--- src/core/epwc_pkg.sv ---
`default_nettype none
package epwc_pkg;
   // register map
   localparam int                ADDR_W          = 12;
   localparam logic [ADDR_W-1:0] OFS_PWR_CTRL    = 12'h084;
   localparam logic [ADDR_W-1:0] OFS_BYTE_TEST   = 12'h0A0;
   // arbitrary read-back pattern of the byte test register
   localparam logic [31:0]       BYTE_TEST_VAL   = 32'h5A5A_0F0F;
   localparam logic [31:0]       WORD_ZERO       = 32'h0000_0000;
   // power_wake_control field positions
   localparam int                MODE_LSB        = 12;
   localparam int                MODE_MSB        = 13;
   localparam int                XRST_BIT        = 10;
   localparam int                LAN_EN_BIT      = 9;
   localparam int                NRG_EN_BIT      = 8;
   localparam int                DRV_TYPE_BIT    = 6;
   localparam int                CAUSE_LSB       = 4;
   localparam int                CAUSE_MSB       = 5;
   localparam int                PULSE_SEL_BIT   = 3;
   localparam int                POL_BIT         = 2;
   localparam int                OUT_EN_BIT      = 1;
   localparam int                ALIVE_BIT       = 0;
   // power state encodings
   localparam logic [1:0]        MODE_FULL       = 2'h0;
   localparam logic [1:0]        MODE_FRAME      = 2'h1;
   localparam logic [1:0]        MODE_ENERGY     = 2'h2;
   // timing
   localparam int                CLK_PERIOD_NS   = 25;
   localparam int                XRST_US         = 100;
   localparam int                XRST_CYC        = (XRST_US * 1000 + CLK_PERIOD_NS - 1)
                                                   / CLK_PERIOD_NS;
   localparam int                XRST_W          = 12;
   localparam int                PULSE_MS        = 50;
   localparam int                PULSE_CYC       = (PULSE_MS * 1000000) / CLK_PERIOD_NS;
   localparam int                PULSE_W         = 21;
   localparam int                SETTLE_CYC      = 16;
   localparam int                SETTLE_W        = 8;

   typedef enum logic [1:0] {ST_SETTLE, ST_FULL, ST_FRAME, ST_ENERGY} epwc_pstate_t;

   typedef struct packed {
      logic              psel;
      logic              penable;
      logic              pwrite;
      logic [ADDR_W-1:0] paddr;
      logic [31:0]       pwdata;
   } epwc_apb_req_t;

   typedef struct packed {
      logic [31:0] prdata;
      logic        pready;
      logic        pslverr;
   } epwc_apb_rsp_t;

   typedef struct packed {
      logic out;
      logic oe;
   } epwc_pin_t;
endpackage : epwc_pkg
`default_nettype wire
--- src/core/epwc_ctrl.sv ---
// How it works
// - power state field: 00 full, 01 frame wake, 10 energy wake, 11 not allowed
// - any byte test write in a reduced state returns the device to full operation
// - writes are ignored until one read completes after reset or wake
// - the power control register stays readable in every power state
// - writing one resets the transceiver for at least 100us, then self-clears
// - writes to the transceiver reset bit are ignored while it reads high
// - lan wake with pin enabled drives the wake pin per pulse select
// - lan wake raises the internal wake interrupt whatever the pin enable
// - energy wake with pin enabled drives the wake pin per pulse select
// - energy wake raises the internal wake interrupt whatever the pin enable
// - driver type clear: open drain active low; set: push-pull
// - wake cause: 00 none, 01 energy, 10 frame or packet, 11 both
// - a wake cause bit clears by writing one; zero leaves it
// - wake cause bits clear only in full operation with device alive
// - a wake cause bit clears only once its event source is gone
// - pulse select: 50ms pulse; else level until cause or enable clears
// - polarity set: push-pull pin active high, else active low
// - pin enable gates only the pin, never the interrupt
// - device-alive reads one once settled after reset or wake
`default_nettype none
module epwc_ctrl
   import epwc_pkg::*;
#(
   parameter int PULSE_CYCLES  = PULSE_CYC,
   parameter int SETTLE_CYCLES = SETTLE_CYC
) (
   // clock and reset
   input  wire logic          pclk,
   input  wire logic          presetn,
   // apb slave
   input  wire epwc_apb_req_t apb_req,
   output var  epwc_apb_rsp_t apb_rsp,
   // wake event sources, held until cleared at source
   input  wire logic          lan_wake_src,
   input  wire logic          energy_wake_src,
   // wake pin, interrupt, transceiver reset, status
   output var  epwc_pin_t     wake_event_output,
   output logic               wake_event_interrupt,
   output logic               transceiver_reset,
   output logic [1:0]         power_state_field,
   output logic               device_alive
);

   typedef struct packed {
      epwc_pstate_t        pstate;
      logic [SETTLE_W-1:0] settle_cnt;
      logic                read_seen;
      logic                xrst;
      logic [XRST_W-1:0]   xrst_cnt;
      logic                lan_en;
      logic                nrg_en;
      logic                drv_type;
      logic                pulse_sel;
      logic                pol;
      logic                out_en;
      logic [1:0]          cause;
      logic [PULSE_W-1:0]  pulse_cnt;
      epwc_apb_rsp_t       rsp;
      epwc_pin_t           pin;
      logic                irq;
      logic [1:0]          mode;
      logic                alive_flag;
   } epwc_state_t;

   localparam logic [SETTLE_W-1:0] SETTLE_LOAD = SETTLE_W'(SETTLE_CYCLES - 1);
   localparam logic [XRST_W-1:0]   XRST_LOAD   = XRST_W'(XRST_CYC - 1);
   localparam logic [PULSE_W-1:0]  PULSE_LOAD  = PULSE_W'(PULSE_CYCLES);
   localparam epwc_state_t         ST_RESET    = '{
      pstate: ST_SETTLE, settle_cnt: SETTLE_LOAD, read_seen: 1'b0, xrst: 1'b0,
      xrst_cnt: '0, lan_en: 1'b0, nrg_en: 1'b0, drv_type: 1'b0, pulse_sel: 1'b0,
      pol: 1'b0, out_en: 1'b0, cause: 2'h0, pulse_cnt: '0,
      rsp: '{prdata: WORD_ZERO, pready: 1'b0, pslverr: 1'b0},
      pin: '{out: 1'b0, oe: 1'b0}, irq: 1'b0, mode: MODE_FULL, alive_flag: 1'b0};

   epwc_state_t q;
   epwc_state_t d;

   logic        setup;
   logic        acc_wr;
   logic        acc_rd;
   logic        hit_pc;
   logic        hit_bt;
   logic        alive;
   logic        low_pwr;
   logic        wr_ok;
   logic [1:0]  mode_now;
   logic [1:0]  cause_set;
   logic [1:0]  cause_clr;
   logic [1:0]  srcs;
   logic [1:0]  en_vec;
   logic        active;
   logic [31:0] pc_word;

   assign setup    = apb_req.psel & ~apb_req.penable;
   assign acc_wr   = apb_req.psel & apb_req.penable & q.rsp.pready & apb_req.pwrite;
   assign acc_rd   = apb_req.psel & apb_req.penable & q.rsp.pready & ~apb_req.pwrite;
   assign hit_pc   = apb_req.paddr == OFS_PWR_CTRL;
   assign hit_bt   = apb_req.paddr == OFS_BYTE_TEST;
   assign alive    = q.pstate == ST_FULL;
   assign low_pwr  = (q.pstate == ST_FRAME) | (q.pstate == ST_ENERGY);
   assign wr_ok    = acc_wr & hit_pc & alive & q.read_seen;
   assign srcs     = {lan_wake_src, energy_wake_src};
   assign en_vec   = {q.lan_en, q.nrg_en};

   always_comb begin
      mode_now = MODE_FULL;
      if (q.pstate == ST_FRAME) begin
         mode_now = MODE_FRAME;
      end else if (q.pstate == ST_ENERGY) begin
         mode_now = MODE_ENERGY;
      end
   end

   always_comb begin
      pc_word                        = WORD_ZERO;
      pc_word[MODE_MSB:MODE_LSB]     = mode_now;
      pc_word[XRST_BIT]              = q.xrst;
      pc_word[LAN_EN_BIT]            = q.lan_en;
      pc_word[NRG_EN_BIT]            = q.nrg_en;
      pc_word[DRV_TYPE_BIT]          = q.drv_type;
      pc_word[CAUSE_MSB:CAUSE_LSB]   = q.cause;
      pc_word[PULSE_SEL_BIT]         = q.pulse_sel;
      pc_word[POL_BIT]               = q.pol;
      pc_word[OUT_EN_BIT]            = q.out_en;
      pc_word[ALIVE_BIT]             = alive;
   end

   always_comb begin
      d             = q;
      d.rsp.pready  = 1'b0;
      d.rsp.pslverr = 1'b0;
      cause_set     = srcs & en_vec;
      cause_clr     = 2'h0;
      active        = 1'b0;

      // apb answer, ready in the first access cycle
      if (setup) begin
         d.rsp.pready  = 1'b1;
         d.rsp.pslverr = ~(hit_pc | hit_bt);
         if (hit_pc) begin
            d.rsp.prdata = pc_word;
         end else if (hit_bt & alive) begin
            d.rsp.prdata = BYTE_TEST_VAL;
         end else begin
            d.rsp.prdata = WORD_ZERO;
         end
      end
      if (acc_rd) begin
         d.read_seen = 1'b1;
      end

      // power state sequence
      case (q.pstate)
         ST_SETTLE: begin
            if (q.settle_cnt == '0) begin
               d.pstate = ST_FULL;
            end else begin
               d.settle_cnt = q.settle_cnt - 1'b1;
            end
         end
         ST_FULL: begin
            if (wr_ok) begin
               if (apb_req.pwdata[MODE_MSB:MODE_LSB] == MODE_FRAME) begin
                  d.pstate = ST_FRAME;
               end else if (apb_req.pwdata[MODE_MSB:MODE_LSB] == MODE_ENERGY) begin
                  d.pstate = ST_ENERGY;
               end
            end
         end
         ST_FRAME, ST_ENERGY: begin
            if (acc_wr & hit_bt) begin
               d.pstate     = ST_SETTLE;
               d.settle_cnt = SETTLE_LOAD;
               d.read_seen  = 1'b0;
            end
         end
         default: begin
            d.pstate = ST_SETTLE;
         end
      endcase

      // control bits
      if (wr_ok) begin
         d.lan_en    = apb_req.pwdata[LAN_EN_BIT];
         d.nrg_en    = apb_req.pwdata[NRG_EN_BIT];
         d.drv_type  = apb_req.pwdata[DRV_TYPE_BIT];
         d.pulse_sel = apb_req.pwdata[PULSE_SEL_BIT];
         d.pol       = apb_req.pwdata[POL_BIT];
         d.out_en    = apb_req.pwdata[OUT_EN_BIT];
         cause_clr   = apb_req.pwdata[CAUSE_MSB:CAUSE_LSB];
      end

      // transceiver reset timer
      if (q.xrst) begin
         if (q.xrst_cnt == '0) begin
            d.xrst = 1'b0;
         end else begin
            d.xrst_cnt = q.xrst_cnt - 1'b1;
         end
      end else if (wr_ok & apb_req.pwdata[XRST_BIT]) begin
         d.xrst     = 1'b1;
         d.xrst_cnt = XRST_LOAD;
      end

      // wake cause, set wins over clear
      d.cause = cause_set | (q.cause & ~(cause_clr & ~srcs));

      // pulse timer on a new event
      if (|(cause_set & ~q.cause) & q.pulse_sel) begin
         d.pulse_cnt = PULSE_LOAD;
      end else if (q.pulse_cnt != '0) begin
         d.pulse_cnt = q.pulse_cnt - 1'b1;
      end

      // wake pin and interrupt
      if (q.pulse_sel) begin
         active = q.out_en & (q.pulse_cnt != '0);
      end else begin
         active = q.out_en & |(q.cause & en_vec);
      end
      if (q.drv_type) begin
         d.pin.oe  = 1'b1;
         d.pin.out = q.pol ? active : ~active;
      end else begin
         d.pin.oe  = active;
         d.pin.out = 1'b0;
      end
      d.irq  = |(q.cause & en_vec);
      d.mode = mode_now;
      d.alive_flag = d.pstate == ST_FULL;
   end

   always_ff @(posedge pclk or negedge presetn) begin
      if (!presetn) begin
         q <= ST_RESET;
      end else begin
         q <= d;
      end
   end

   assign apb_rsp              = q.rsp;
   assign wake_event_output    = q.pin;
   assign wake_event_interrupt = q.irq;
   assign transceiver_reset    = q.xrst;
   assign power_state_field    = q.mode;
   assign device_alive         = q.alive_flag;

   logic [XRST_W:0] xrst_len;
   always_ff @(posedge pclk or negedge presetn) begin
      if (!presetn) begin
         xrst_len <= '0;
      end else if (q.xrst) begin
         xrst_len <= xrst_len + 1'b1;
      end else begin
         xrst_len <= '0;
      end
   end
endmodule : epwc_ctrl
`default_nettype wire

--- config.mk ---
export PLATFORM = sky130hd
export DESIGN_NAME = epwc_ctrl
export DESIGN_NICKNAME = d
export VERILOG_FILES = /design/src/core/epwc_pkg.sv /design/src/core/epwc_ctrl.sv
export SDC_FILE = /design/constraint.sdc
export NUM_CORES = 1
export LEC_CHECK = 0
export BUFFER_PORTS_ARGS = -buffer_cell sky130_fd_sc_hd__buf_2
export CAP_MARGIN = 15
export CORE_ASPECT_RATIO = 0.8
export CORE_MARGIN = 5
export CORE_UTILIZATION = 45
export DETAILED_ROUTE_END_ITERATION = 10
export PLACE_DENSITY = 0.75
export SETUP_SLACK_MARGIN = 0.2
export SLEW_MARGIN = 20
export SYNTH_ARGS = -nofsm -noshare
export SYNTH_HDL_FRONTEND = slang
export SYNTH_SLANG_ARGS = --single-unit
--- constraint.sdc ---
create_clock -name pclk -period 2.1 [get_ports pclk]
set_input_delay 0 -clock pclk [delete_from_list [all_inputs] [get_ports pclk]]
set_output_delay 0 -clock pclk [all_outputs]
set_load 0.01 [all_outputs]
After elaboration in Yosys (flattened, before gate mapping) --
Index checks and enable logic that the tools add are counted.
Operators by class: $add $sub $neg 3, eq/ne operators 11, bitwise gates (word level) 28, reduce and logical (&&, ||, !) cells 12, mux-type cells 25
Operators by type and width (count):
- 31-bit 2-to-1 mux | 2
- 21-bit 2-to-1 mux | 2
- 13-bit 2-to-1 mux | 2
- 12-bit by 8-bit equality test with 1-bit output, second input constant | 2
- 21-bit nonzero test | 1
- 21-bit by 1-bit subtractor with 21-bit output, second input constant | 1
- 2-bit 2-to-1 mux | 9
- 8-bit one-hot mux with 2 select lines | 1
- 1-bit bitwise AND | 14
- 12-bit logical NOT | 1
- 12-bit 2-to-1 mux | 1
- 12-bit by 1-bit subtractor with 12-bit output, second input constant | 1
- 11-bit 2-to-1 mux | 1
- 2-bit bitwise AND | 5
- 8-bit logical NOT | 1
- 8-bit 2-to-1 mux | 1
- 8-bit by 1-bit subtractor with 8-bit output, second input constant | 1
- 2-bit by 1-bit equality test with 1-bit output, second input constant | 3
- 2-bit equality test, second input constant | 3
- 2-bit != test, second input constant | 3
- 2-bit inverter | 3
- 2-bit one-hot mux with 3 select lines | 1
- 2-bit nonzero test | 3
- 2-bit OR reduction | 3
- 7 further kinds | 14
Word-level totals: output and inout bits 41, flip-flop bits (word level) 92, bits of input ports 51

Logic depth before layout (Yosys ltp) --
depth in word-level cells 11, depth in mapped cells 8, gate-level depth less buffers 6

Least setup slack after synthesis --
No wires, ideal clock.
path type reg-to-reg, from register q[40] in the netlist's numbering, to register q[57] in the netlist's numbering, setup time 0.157 ns, stages on the path, launching flop included 9, path slack 0.260 ns, path buffers 2, data arrival time 1.683 ns, path through dfrtp_1 inv_1 ha_1 nor4b_2 and4_1 buf_2 buf_4 o41ai_1 o311ai_0
On the way: cells in the longest elaborated chain, start to end 3
Ends and longest elaborated chain:
- from (decl) | line epwc_ctrl.sv:76 | epwc_state_t q;
- from (signal assigned) | line epwc_ctrl.sv:236 | q <= ST_RESET;
- from (signal assigned) | line epwc_ctrl.sv:238 | q <= d;
- 21-bit by 1-bit subtractor with 21-bit output | line epwc_ctrl.sv:213 | d.pulse_cnt = q.pulse_cnt - 1'b1;
- 21-bit 2-to-1 mux | line epwc_ctrl.sv:212 | end else if (q.pulse_cnt != '0) begin
- 21-bit 2-to-1 mux | line epwc_ctrl.sv:210 | if (|(cause_set & ~q.cause) & q.pulse_sel) begin
Several ways; a longest one is shown, not always the timed one. The select of a mux whose other input is x is not followed. A chain may end at the register's enable or synchronous reset.

Worst setup path in the final report --
from register q[83] in the netlist's numbering, to register q[86] in the netlist's numbering
On the way: cells in the longest elaborated chain, start to end 3
Ends and longest elaborated chain (line):
- 8-bit by 1-bit subtractor with 8-bit output or 8-bit logical NOT (tied branches) | epwc_ctrl.sv:159, epwc_ctrl.sv:156
- 8-bit 2-to-1 mux or 2-bit != test (tied branches)
- 8-bit one-hot mux with 2 select lines or 3-bit AND reduction (tied branches)
Several ways; a longest one is shown, not always the timed one. The select of a mux whose other input is x is not followed.

==> impl_metrics.json <==
{
  "crit_end": "q[86]$_DFFE_PN1P_",
  "hold_path_class": "in2reg",
  "slew_headroom_pct": 51.1,
  "dr_total_vias": 3449,
  "crit_slowest_cell": "dfstp_2",
  "coreArea_mm2": 0.00915,
  "tightest_slew_ns": 0.730,
  "final_hold_viol_count": 0,
  "drv_cap": 0,
  "utilization_pct": 56.4,
  "yosysSeqAreaShare_pct": 43.7,
  "ios": 92,
  "crit_buf_inv": 1,
  "path_delay_family": "simple AND/OR/NAND/NOR gates",
  "wl_per_cell_um": 16.5,
  "grt_pass1_wl_mm": 16.2,
  "syn_area_mm2": 0.00425,
  "rsz0062_at_grt": "true",
  "drc": 0,
  "clock_skew_ns": 0.00603,
  "yosysUniqueCellTypes": 73,
  "r2r_cells": 6,
  "power.total_uw": 3440,
  "peakVddDrop_uv": 392,
  "ys_async_sr_fraction_pct": 100,
  "critPathArrivalTime_ns": 2.16,
  "p_leak_uw": 0.00229,
  "h-tree-depth": 3,
  "fin_hold_ws_ns": 0.00643,
  "cp-end-kind": "register",
  "crit_path_start": "q[83]$_DFFE_PN1P_",
  "crit_fanout": 6,
  "place_congestion": 0.841,
  "drt-initial-drc-count": 255,
  "ff2ff_setup_slack_ns": 0.21,
  "synth_seq_cells": 74,
  "numClockSinks": 74,
  "yosys_warnings": 0,
  "postSynthAreaPerCell_um2": 9.92,
  "grt_pass1_vias": 3397,
  "rr_endpoint": "q[86]$_DFFE_PN1P_",
  "layout_min_cycle_time_ns": 1.89,
  "ys.flop_type": "dfrtp_1",
  "antenna_found_initial": 0,
  "layout-drive-gt1-share_pct": 30.9,
  "die_x_um": 119,
  "die_h_um": 96.9,
  "start_util_pct": 46.4,
  "setup_viol": 0,
  "grt_max_degree": 75,
  "n_antenna_cell": 0,
  "fillers": 775,
  "fin_tns_setup_ns": 0,
  "p_per_area_mw_per_mm2": 667,
  "synth_cells": 428,
  "status": "finished, final reports clean",
  "vias_per_cell": 5.59,
  "cts_root_buffer": "clkbuf_16",
  "max_freq_mhz": 528,
  "place_inst": 577,
  "grt-ovfl-total": 0,
  "dieArea_mm2": 0.0115,
  "rr_startpoint": "q[83]$_DFFE_PN1P_",
  "drt_pass1_iterations": 4,
  "dp_hpwl_mm": 6.84,
  "clockBufferDepth": 2,
  "port_buffers": 59,
  "syn_to_final_growth_pct": 21.5,
  "grtUsageTotal_pct": 16.9,
  "finalMaxSlewViolations": 0,
  "nNetsFinal": 553,
  "rows": 31,
  "cp_cell_sequence": "inv_2, ha_4, or4b_4, o21ai_4, or4_4, mux2i_1",
  "path_class": "reg2reg",
  "drtAntennaViolNets": 0,
  "tritoncts": "done",
  "critPathLaunchType": "register",
  "synth_edf_count": 0,
  "required_ns": 2.36,
  "fin_crit_sh_pct": 90.2,
  "final_cells": 617,
  "critical_path_depth": 6,
  "cts_inserted_buffers": 9,
  "cpPeakStageDelay_ns": 0.58,
  "insertion_delay_ns": 0.33,
  "wl_mm": 10.2,
  "path_clk_slew_ns": 0.06
}
-- placed cells by master, fill, tap and decap left out, types with 11 or more instances in the layout --
cell / count
dfrtp_1: 66
buf_2: 59
nand2_1: 41
nor2_1: 28
buf_4: 26
a21oi_1: 23
nand3_1: 13
dlygate4sd3_1: 12
inv_1: 11
mux2i_1: 11
conb_1: 11
-- report_power, final --
| group | total [µW] | internal [µW] | switching (µW) |
|---|---|---|---|
| sequential | 1470 | 1450 | 16.4 |
| combinational | 201 | 82.4 | 118 |
| clock | 1780 | 1200 | 581 |
| total | 3440 | 2730 | 716 |
-- layout make-up --
class	count	area, µm²	share of cell area [%]
repair buffers	98	631	12.2
well taps	115	144	2.79
clock inverters	4	98.8	1.91
clock buffers	12	246	4.77
flip-flops and latches	74	1860	36.1
multi-input cells	301	2130	41.3
inverters	13	48.8	0.945
-- flip-flops by register name, indices dropped and copies added, names as in the netlist --
signal                flops
device_alive              1
transceiver_reset         1
q                        44
wake_event_output         2
pc_word                   6
power_state_field         2
apb_rsp                  15
wake_event_interrupt      1
en_vec                    2
-- synthesized netlist by cell type, types with 4 or more instances --
| cell type | number | area share [%] |
|---|---|---|
| buf_2 | 4 | 0.47 |
| or4_1 | 5 | 0.88 |
| or3_1 | 6 | 0.88 |
| a2111o_1 | 4 | 1.1 |
| or4b_1 | 4 | 0.94 |
| clkbuf_1 | 7 | 0.62 |
| mux2_4 | 6 | 2.1 |
| a21oi_1 | 23 | 2.7 |
| nand2b_1 | 9 | 1.3 |
| o21ai_1 | 4 | 0.47 |
| dfstp_2 | 4 | 2.5 |
| ha_1 | 5 | 1.5 |
| xor2_1 | 5 | 1.0 |
| nand2_1 | 42 | 3.7 |
| nand4_1 | 9 | 1.3 |
| a31oi_1 | 5 | 0.74 |
| buf_4 | 40 | 7.1 |
| nor4_1 | 8 | 1.2 |
| nor2b_1 | 4 | 0.59 |
| xnor2_1 | 6 | 1.2 |
| mux2i_1 | 11 | 2.6 |
| a211oi_1 | 4 | 0.71 |
| o31ai_1 | 5 | 0.88 |
| o21ai_0 | 9 | 1.1 |
| nand3_1 | 13 | 1.5 |
| nor3_1 | 10 | 1.2 |
| inv_1 | 13 | 1.1 |
| and2_1 | 7 | 1.0 |
| dfrtp_1 | 70 | 41 |
| nor2_1 | 28 | 2.5 |
-- cells by family after synthesis --
group	synth area share (%)
multiplexers	4.71
AO/OA/AOI/OAI	12.6
adder cells (fa/ha/maj)	1.47
XOR/XNOR	2.27
other	0.0883
flip-flops	43.7
AND/OR/NAND/NOR	25.8
buffers and inverters	9.31
-- worst reg2reg max path, cell delays in order, from the launching register on --
cell and delay [ns]:
dfstp_2 0.58, inv_2 0.07, ha_4 0.15, or4b_4 0.24, o21ai_4 0.07, or4_4 0.54
mux2i_1 0.17
-- layer usage --
| metal | up-vias | GRT usage [%] | part of all wire, % |
|---|---|---|---|
| met5 | - | 0 | 0 |
| met4 | 0 | 3.92 | 0.98 |
| met3 | 8 | 4.37 | 6.4 |
| met2 | 107 | 27.2 | 47 |
| met1 | 1689 | 23.0 | 45 |
| li1 | 1645 | - | - |
-- stage by stage --
stage,instance area (µm²),setup slack [ns]
floorplan,4290,0.260
global placement,4510,0.148
detailed placement,4510,0.126
CTS,4990,0.163
global route,5160,0.151
finish,5160,0.206
-- repair_timing --
action,4_1_cts,5_1_grt
setup endpoints to repair,12,18
pin swaps,0,6
endpoints found under the hold margin,79,0
cloned,0,1
resized for setup,3,20
buffers inserted,0,11
hold buffers,12,0
-- how the worst min path moves through the flow --
stage,slack (ns),cells past startpoint,start,endpoint
floorplan,-0.30,0,presetn,apb_rsp[0]$_DFF_PN0_
global placement,0.07,2,presetn,wake_event_output[0]$_DFF_PN0_
detailed placement,0.06,2,presetn,wake_event_output[0]$_DFF_PN0_
CTS,0.005,3,lan_wake_src,pc_word[5]$_DFF_PN0_
global route,0.04,3,apb_req[5],pc_word[5]$_DFF_PN0_
finish,0.006,3,lan_wake_src,pc_word[5]$_DFF_PN0_
Note: power is estimated with default switching activity, not from simulation.
